**src/hw/sensor_regs_pkg.sv**
```systemverilog
// Purpose: Shared constants and carrier types for the threshold and
//          emitter drive register slice.
// Assumes: Byte-wide register port driven by the serial bus front end.
// Notes:   Offsets are byte addresses on that port.
package sensor_regs_pkg;

  // ==========================================================
  // Register offsets
  localparam logic [7:0] AMB_LOWER_LO_OFS = 8'h0B;
  localparam logic [7:0] AMB_LOWER_HI_OFS = 8'h0C;
  localparam logic [7:0] AMB_UPPER_LO_OFS = 8'h0D;
  localparam logic [7:0] AMB_UPPER_HI_OFS = 8'h0E;
  localparam logic [7:0] EMIT_ONE_TWO_OFS = 8'h0F;
  localparam logic [7:0] EMIT_THREE_OFS   = 8'h10;
  localparam logic [7:0] PROX_ONE_LO_OFS  = 8'h11;
  localparam logic [7:0] PROX_ONE_HI_OFS  = 8'h12;

  // ==========================================================
  // Reset values and field layout
  localparam logic [7:0] REG_RESET_VAL    = 8'h00;
  localparam logic [7:0] UNMAPPED_RD_VAL  = 8'h00;
  localparam logic [7:0] EMIT_THREE_MASK  = 8'h0F;
  localparam int         EMIT_ONE_LSB     = 0;
  localparam int         EMIT_TWO_LSB     = 4;
  localparam int         EMIT_THREE_LSB   = 0;
  localparam int         EMIT_FIELD_W     = 4;
  localparam logic [3:0] EMIT_CODE_OFF    = 4'h0;

  // ==========================================================
  // Compressed legacy threshold layout
  localparam int         CMP_EXP_LSB      = 4;
  localparam int         CMP_MANT_LSB     = 0;
  localparam int         CMP_FRAC_BITS    = 4;

  // ==========================================================
  // Carriers
  typedef struct packed {
    logic        valid;
    logic        use_ir;
    logic [15:0] visible;
    logic [15:0] infrared;
  } ambient_meas_t;

  typedef struct packed {
    logic        valid;
    logic [15:0] result;
  } prox_meas_t;

  typedef struct packed {
    logic [3:0] one;
    logic [3:0] two;
    logic [3:0] three;
  } emitter_drive_t;

  typedef struct packed {
    logic [7:0] addr;
    logic       wr;
    logic [7:0] wdata;
  } reg_req_t;

endpackage : sensor_regs_pkg

```
**src/hw/sensor_threshold_led_regs.sv**
```systemverilog
// Purpose: Threshold and emitter drive registers with the window and
//          proximity comparators that consume them.
// Assumes: Register port and measurement inputs are synchronous.
// Notes:   Read data follows the address one cycle later.
//
// Summary of operation
// - Upper ambient bound is 16 bits, windowing visible or infrared result.
// - Upper ambient bound low byte at 0x0D, high byte at 0x0E.
// - Older silicon reads the upper ambient bound as compressed 8 bits.
// - Second emitter sinks the level in bits 7:4 during proximity.
// - First emitter sinks the level in bits 3:0 during proximity.
// - Current code 0000 is off, 0001 minimum, 1111 maximum.
// - Third emitter level from bits 3:0 at 0x10; bits 7:4 reserved.
// - Each proximity result is compared to the 16-bit proximity bound.
// - Half-updated bounds may be applied; host avoids or discards.
// - Older silicon keeps proximity bound as compressed byte at 0x11.
// - 0x0D, 0x0F and 0x11 reset to all zeros.
// - Lower ambient bound low byte 0x0B, high byte 0x0C.
// - Proximity bound high byte sits at 0x12.
`timescale 1ns/1ps
module sensor_threshold_led_regs (
  // Clock and reset
  input  wire logic                           CORE_CLK_I,
  input  wire logic                           RST_B_I,
  // Register port from the serial bus front end
  input  wire sensor_regs_pkg::reg_req_t      REG_REQ_I,
  output logic      [7:0]                     REG_RDATA_O,
  // Silicon revision select
  input  wire logic                           LEGACY_REV_I,
  // Measurement engine
  input  wire logic                           PROX_ACTIVE_I,
  input  wire sensor_regs_pkg::ambient_meas_t AMB_MEAS_I,
  input  wire sensor_regs_pkg::prox_meas_t    PROX_MEAS_I,
  // Emitter sinks and events
  output sensor_regs_pkg::emitter_drive_t     EMITTER_CURRENT_O,
  output logic                                AMB_EVENT_O,
  output logic                                PROX_EVENT_O
);
  import sensor_regs_pkg::*;

  typedef struct packed {
    logic [7:0]     amb_lower_lo;
    logic [7:0]     amb_lower_hi;
    logic [7:0]     amb_upper_lo;
    logic [7:0]     amb_upper_hi;
    logic [7:0]     emit_one_two;
    logic [3:0]     emit_three;
    logic [7:0]     prox_one_lo;
    logic [7:0]     prox_one_hi;
    logic [7:0]     rdata;
    emitter_drive_t drive;
    logic           amb_event;
    logic           prox_event;
  } state_t;

  state_t      state_reg;
  state_t      state_next;
  logic [15:0] bound_val [3];
  logic [7:0]  bound_lo  [3];
  logic [7:0]  bound_hi  [3];
  logic [15:0] amb_sel;

  // ==========================================================
  // Threshold expansion: lower ambient, upper ambient, proximity
  always_comb begin
    bound_lo[0] = state_reg.amb_lower_lo;
    bound_hi[0] = state_reg.amb_lower_hi;
    bound_lo[1] = state_reg.amb_upper_lo;
    bound_hi[1] = state_reg.amb_upper_hi;
    bound_lo[2] = state_reg.prox_one_lo;
    bound_hi[2] = state_reg.prox_one_hi;
  end

  genvar g;
  generate
    for (g = 0; g < 3; g++) begin : g_bound
      bound_expand u_expand (
        .lo_byte_i (bound_lo[g]),
        .hi_byte_i (bound_hi[g]),
        .legacy_i  (LEGACY_REV_I),
        .value_o   (bound_val[g])
      );
    end
  endgenerate

  // ==========================================================
  // Next state
  // Thresholds are used straight from the byte registers, so a compare
  // between two byte writes sees a mixed value; the host must pause.
  always_comb begin
    state_next = state_reg;
    amb_sel    = AMB_MEAS_I.use_ir ? AMB_MEAS_I.infrared
                                   : AMB_MEAS_I.visible;

    if (REG_REQ_I.wr) begin
      if (REG_REQ_I.addr == AMB_LOWER_LO_OFS) begin
        state_next.amb_lower_lo = REG_REQ_I.wdata;
      end else if (REG_REQ_I.addr == AMB_LOWER_HI_OFS) begin
        state_next.amb_lower_hi = REG_REQ_I.wdata;
      end else if (REG_REQ_I.addr == AMB_UPPER_LO_OFS) begin
        state_next.amb_upper_lo = REG_REQ_I.wdata;
      end else if (REG_REQ_I.addr == AMB_UPPER_HI_OFS) begin
        state_next.amb_upper_hi = REG_REQ_I.wdata;
      end else if (REG_REQ_I.addr == EMIT_ONE_TWO_OFS) begin
        state_next.emit_one_two = REG_REQ_I.wdata;
      end else if (REG_REQ_I.addr == EMIT_THREE_OFS) begin
        state_next.emit_three =
          REG_REQ_I.wdata[EMIT_THREE_LSB +: EMIT_FIELD_W];
      end else if (REG_REQ_I.addr == PROX_ONE_LO_OFS) begin
        state_next.prox_one_lo = REG_REQ_I.wdata;
      end else if (REG_REQ_I.addr == PROX_ONE_HI_OFS) begin
        state_next.prox_one_hi = REG_REQ_I.wdata;
      end
    end

    // Reads show stored values; reserved bits and holes read as zero.
    if (REG_REQ_I.addr == AMB_LOWER_LO_OFS) begin
      state_next.rdata = state_reg.amb_lower_lo;
    end else if (REG_REQ_I.addr == AMB_LOWER_HI_OFS) begin
      state_next.rdata = state_reg.amb_lower_hi;
    end else if (REG_REQ_I.addr == AMB_UPPER_LO_OFS) begin
      state_next.rdata = state_reg.amb_upper_lo;
    end else if (REG_REQ_I.addr == AMB_UPPER_HI_OFS) begin
      state_next.rdata = state_reg.amb_upper_hi;
    end else if (REG_REQ_I.addr == EMIT_ONE_TWO_OFS) begin
      state_next.rdata = state_reg.emit_one_two;
    end else if (REG_REQ_I.addr == EMIT_THREE_OFS) begin
      state_next.rdata = EMIT_THREE_MASK &
                         {4'h0, state_reg.emit_three};
    end else if (REG_REQ_I.addr == PROX_ONE_LO_OFS) begin
      state_next.rdata = state_reg.prox_one_lo;
    end else if (REG_REQ_I.addr == PROX_ONE_HI_OFS) begin
      state_next.rdata = state_reg.prox_one_hi;
    end else begin
      state_next.rdata = UNMAPPED_RD_VAL;
    end

    // Sinks carry the codes only while a proximity pulse is active;
    // code 0000 already means no current, so no extra gating.
    if (PROX_ACTIVE_I) begin
      state_next.drive.one   =
        state_reg.emit_one_two[EMIT_ONE_LSB +: EMIT_FIELD_W];
      state_next.drive.two   =
        state_reg.emit_one_two[EMIT_TWO_LSB +: EMIT_FIELD_W];
      state_next.drive.three = state_reg.emit_three;
    end else begin
      state_next.drive.one   = EMIT_CODE_OFF;
      state_next.drive.two   = EMIT_CODE_OFF;
      state_next.drive.three = EMIT_CODE_OFF;
    end

    // Window event when the selected visible or infrared result is outside [lower, upper].
    state_next.amb_event = AMB_MEAS_I.valid &&
                           ((amb_sel < bound_val[0]) ||
                            (amb_sel > bound_val[1]));
    // Proximity event on every valid result above the bound.
    state_next.prox_event = PROX_MEAS_I.valid &&
                            (PROX_MEAS_I.result > bound_val[2]);
  end

  // ==========================================================
  // State register
  always_ff @(posedge CORE_CLK_I or negedge RST_B_I) begin
    if (!RST_B_I) begin
      state_reg.amb_lower_lo <= REG_RESET_VAL;
      state_reg.amb_lower_hi <= REG_RESET_VAL;
      state_reg.amb_upper_lo <= REG_RESET_VAL;
      state_reg.amb_upper_hi <= REG_RESET_VAL;
      state_reg.emit_one_two <= REG_RESET_VAL;
      state_reg.emit_three   <= EMIT_CODE_OFF;
      state_reg.prox_one_lo  <= REG_RESET_VAL;
      state_reg.prox_one_hi  <= REG_RESET_VAL;
      state_reg.rdata        <= UNMAPPED_RD_VAL;
      state_reg.drive        <= '0;
      state_reg.amb_event    <= 1'b0;
      state_reg.prox_event   <= 1'b0;
    end else begin
      state_reg <= state_next;
    end
  end

  // ==========================================================
  // Outputs
  assign REG_RDATA_O       = state_reg.rdata;
  assign EMITTER_CURRENT_O = state_reg.drive;
  assign AMB_EVENT_O       = state_reg.amb_event;
  assign PROX_EVENT_O      = state_reg.prox_event;

endmodule : sensor_threshold_led_regs

```
**src/hw/bound_expand.sv**
```systemverilog
// Purpose: Turns a stored threshold byte pair into the 16-bit value used
//          by the comparators.
// Assumes: Legacy select is steady while a measurement is compared.
// Notes:   Pure combinational logic.
`timescale 1ns/1ps
module bound_expand (
  // Stored bytes
  input  wire logic [7:0]  lo_byte_i,
  input  wire logic [7:0]  hi_byte_i,
  // Interpretation select
  input  wire logic        legacy_i,
  // Expanded threshold
  output logic      [15:0] value_o
);
  import sensor_regs_pkg::*;

  logic [3:0]  exp_code;
  logic [20:0] widened;

  // ==========================================================
  // Expansion
  // Older silicon keeps one compressed byte: a 4-bit exponent over an
  // implied leading one and 4-bit mantissa.
  always_comb begin
    exp_code = lo_byte_i[CMP_EXP_LSB +: 4];
    widened  = 21'({1'b1, lo_byte_i[CMP_MANT_LSB +: 4]}) << exp_code;
    if (legacy_i) begin
      value_o = widened[CMP_FRAC_BITS +: 16];
    end else begin
      value_o = {hi_byte_i, lo_byte_i};
    end
  end

endmodule : bound_expand

```
**config.mk**
```make
export PLATFORM = sky130hd
export DESIGN_NAME = sensor_threshold_led_regs
export DESIGN_NICKNAME = d
export VERILOG_FILES = /design/src/hw/sensor_regs_pkg.sv /design/src/hw/sensor_threshold_led_regs.sv /design/src/hw/bound_expand.sv
export SDC_FILE = /design/constraint.sdc
export NUM_CORES = 1
export LEC_CHECK = 0
export ABC_AREA = 0
export BUFFER_PORTS_ARGS = -buffer_cell sky130_fd_sc_hd__buf_2
export CAP_MARGIN = 10
export CORE_MARGIN = 2
export CORE_UTILIZATION = 63
export CTS_CLUSTER_SIZE = 25
export DETAILED_ROUTE_END_ITERATION = 16
export PLACE_DENSITY = 0.95
export SLEW_MARGIN = 20
export SYNTH_ARGS = -nofsm -noshare
export SYNTH_HDL_FRONTEND = slang
export SYNTH_SLANG_ARGS = --single-unit
```
**constraint.sdc**
```tcl
create_clock -name CORE_CLK_I -period 7.1 [get_ports CORE_CLK_I]
set_input_delay 0.355 -clock CORE_CLK_I [delete_from_list [all_inputs] [get_ports CORE_CLK_I]]
set_output_delay 0.355 -clock CORE_CLK_I [all_outputs]
set_load 0.01 [all_outputs]
```
==> impl.org <==
** Logic synthesis
- A synthesized cell averages 9.70 um^2.
- Synth top area share :: 0.339
- Share of synthesized flip-flops with an asynchronous set or reset :: 1.00
- In this run the cell area of the synthesized design comes to 6050 um^2.
- During synthesis, Yosys emitted a total of 0 warnings.
- Sequential fraction of the synthesis area :: 0.339
- The most used flip-flop cell after synthesis is sky130_fd_sc_hd__dfrtp_1.
- The synthesized design contains 82 register bits.
- In this run, synthesis inferred 0 flip-flops with an integrated enable.
- Cell count after synthesis :: 624
- Counting every net in the synthesized netlist gives 743.
- Yosys attributes the largest share of cell area to sky130_fd_sc_hd__dfrtp_1, sky130_fd_sc_hd__mux2_2, sky130_fd_sc_hd__ha_1.
- Yosys mapped the design onto 56 distinct sky130hd cell types.
- The largest total area in the synthesized netlist belongs to sky130_fd_sc_hd__dfrtp_1.

** Routing
- Post-detailed-route via-to-cell ratio :: 6.56
- In the routed design, unresolved DRC markers number 0.
- The pre-antenna-repair detailed-routing pass consisted of 8 iterations.
- The detailed router placed 5278 vias in this run.
- In the final routed layout, each cell accounts on average for 20.1 um.
- After the first detailed-routing iteration, the DRC count stood at 488.
- Total wirelength of the detailed-routed design :: 16.2 mm
- Antenna Violating Nets Remaining :: 0

** Clock tree
- Post-CTS resize count :: 0
- TritonCTS sink count :: between 80 and 90
- TritonCTS Buffers :: 9
- Number of hold buffers added after cts :: 0
- Clock-pin slew was measured on the worst setup and hold paths at 90 ps.
- In this run the number of H-tree levels came out at 3.
- Counting along the longest clock path gives a buffer depth of 2.
- Clock Latency Late Sink :: between 300 and 400 ps
- Clock root buffer :: sky130_fd_sc_hd__clkbuf_8
- The number of setup buffers added after CTS is 0.
- TritonCTS built the clock tree.

** Pwr
- Power spread over the standard cell area amounts to 159 nW/um^2.
- P_leak :: 3.03 nW
- IR analysis of the VDD net gives a maximum drop of 0.166 mV.
- Overall Power :: around 0.0010 W

** Placed design
- Placed Cells :: 789
- At the end of routability-driven placement, the weighted congestion stood at 0.957.
- Summing all placed instances gives a cell area of 6380 um^2.
- Input and output buffers added on the ports amount to 93.
- The HPWL after detailed placement is roughly 12 mm.

** Global routing
- For this run the aggregate overflow at the end of global routing stands at 0.
- First-pass GRT wire length :: 25.9 mm
- Initial antenna violation count :: 0
- Largest net degree at the start of global routing :: 83
- Vias in the first global route :: 5090
- Overall fraction of global-route tracks in use :: 0.326

** Setup path
- The worst setup path is launched from a register.
- Worst reg-to-reg path cell count :: 11
- Of all nets on the critical path, the largest fanout is 11.
- Highest cell delay on the worst timing path :: roughly 600 ps
- Endpoint class of the critical path :: register
- The slowest stage of the critical path belongs to the cell sky130_fd_sc_hd__dfrtp_1.
- Worst path depth :: 11
- Type of the worst setup path :: reg -> reg
- Family of cells with the greatest summed delay on the critical path :: compound AO/OA/AOI/OAI gates
- Ordered list of cells on the worst path :: mux2i_1, nor3b_1, a211oi_1, nor2_1, a21oi_1, ha_1, nand4_1, or4_1, a31oi_1, o21ai_0, a32o_1
- STA puts the critical path data arrival time at 3280 ps.
- Data on the critical path is required at its endpoint by 7370 ps.
- Together, buffers and inverters on the worst path number 0.

** Timing
- Final setup skew :: 9.12 ps
- Setup violations remaining at the end of the flow were counted as 0.
- Relative max-transition margin :: 0.528
- Maximum clock frequency :: 332 MHz
- Setup tns final :: 0 ps
- Min Clock Period, post-route :: approximately 3000 ps
- Final-report max-slew violation count :: 0
- Setup repair after global routing missed its margin :: no
- Number of hold-slack violations in the final timing report :: 0
- Worst Tran Pin Value :: approximately 700 ps
- Dividing the final minimum period by the clock period gives 0.424.

** Die
- The total area inside the core boundary comes to slightly above 9000 um^2.
- Die Outline Area :: 10400 um^2
- Total I/O pin count :: 94
- From left edge to right edge, the die measures 102 um.
- Measured along the y axis, the die boundary spans 102 um.
- Effective utilization at floorplan :: 0.652
- Floorplan row count :: 35

** Cells and area
- Share of post-route cells with drive strength above 1 :: 0.293
- Area growth from synthesis to layout :: 8.64%
- Count of fill cells added during filler insertion :: 715
- 0 antenna diodes ended up in the layout.
- Summing all non-filler instances in the final layout gives an area of 6570 um^2.
- Layout net count :: 790
- Count of non-filler cells in the finished layout :: 805

** Status
- The run finished with clean final reports.

** Job
- Max-cap violations in this run came to 0.

** Hold path
- Kind of path behind the tightest hold check :: in -> async
## metrics by stage
step / worst slack [ps] / utilization / hold WS, ps
global placement: 3930 / 0.687 / 484
floorplan: 4280 / - / 59.4
CTS: 4120 / 0.708 / 185
finish: 4090 / 0.708 / 9.42
global route: 3860 / 0.708 / 88.7
detailed placement: 3800 / 0.687 / 503
## worst paths after layout
check / start / end / slack, ps
min in group CORE_CLK_I: PROX_ACTIVE_I / EMITTER_CURRENT_O[7] / 340
hold / removal: RST_B_I / EMITTER_CURRENT_O[4] / 9
setup reg to reg: bound_lo[20] / AMB_EVENT_O / 4090
setup / recovery: bound_lo[20] / AMB_EVENT_O / 4090
hold reg to reg: state_reg[43] / EMITTER_CURRENT_O[9] / 520
max in group asynchronous: RST_B_I / bound_lo[7] / 6600
## cell type report
| type | instances | area [um^2] | area share |
|---|---|---|---|
| inverters | 15 | 56.3 | 0.00856 |
| flip-flops and latches | 82 | 2050 | 0.312 |
| clock inverters | 6 | 50.0 | 0.00761 |
| repair buffers | 93 | 472 | 0.0718 |
| multi-input cells | 470 | 3640 | 0.554 |
| well taps | 129 | 161 | 0.0246 |
| clock buffers | 10 | 138 | 0.0209 |
## per-layer routing
| metal | global-route usage | part of all wire | routed length (um) | vias up |
|---|---|---|---|---|
| li1 | - | - | - | 2399 |
| met1 | 0.459 | 0.41 | 6680 | 2478 |
| met2 | 0.509 | 0.45 | 7280 | 341 |
| met3 | 0.0588 | 0.10 | 1680 | 60 |
| met4 | 0.122 | 0.036 | 579 | 0 |
| met5 | 0 | 0 | 0 | - |
## kinds of logic (layout without fill, tap and decap cells)
family | after synthesis | in the layout | share of synthesized area
compound gates | 153 | 153 | 0.168
fa+ha+maj | 47 | 47 | 0.0972
buf+inv | 72 | 124 | 0.0585
flops | 82 | 82 | 0.339
mux | 102 | 102 | 0.185
simple gates | 168 | 168 | 0.152
## synth_stat cells (all sizes together), types with 2 or more instances
master,instances
a211oi,3
a21o,2
a21oi,33
a221oi,11
a22o,5
a22oi,18
a31oi,14
a32o,2
a32oi,7
a41oi,3
and2,13
buf,28
clkbuf,29
dfrtp,82
ha,47
inv,15
mux2,79
mux2i,23
nand2,44
nand2b,8
nand3,8
nand3b,3
nand4,8
nor2,36
nor2b,23
nor3,12
nor3b,3
nor4,4
o211ai,3
o21a,3
o21ai,31
o21bai,5
o22ai,4
o2bb2ai,2
or4,3
## cells in the final DEF, fill, tap and decap left out, drive strengths merged, types with 5 or more instances in the layout
cell type and n:
o21bai 5, a21oi 33, a31oi 14, a22o 5, o21ai 31, nand2b 8
ha 47, nand4 8, buf 93, dfrtp 82, and2 13, a221oi 11
nor3 12, mux2 79, nor2b 23, nand3 8, nand2 44, clkbuf 10
a22oi 18, inv 17, a32oi 7, nor2 36, mux2i 23
## power breakdown
group / internal, W / switching (W) / total, W
Sequential: 0.000486 / 0.0000323 / 0.000518
Clock: 0.000140 / 0.000182 / 0.000322
Combinational: 0.0000888 / 0.000113 / 0.000202
Note: power is estimated with default switching activity, not from simulation.
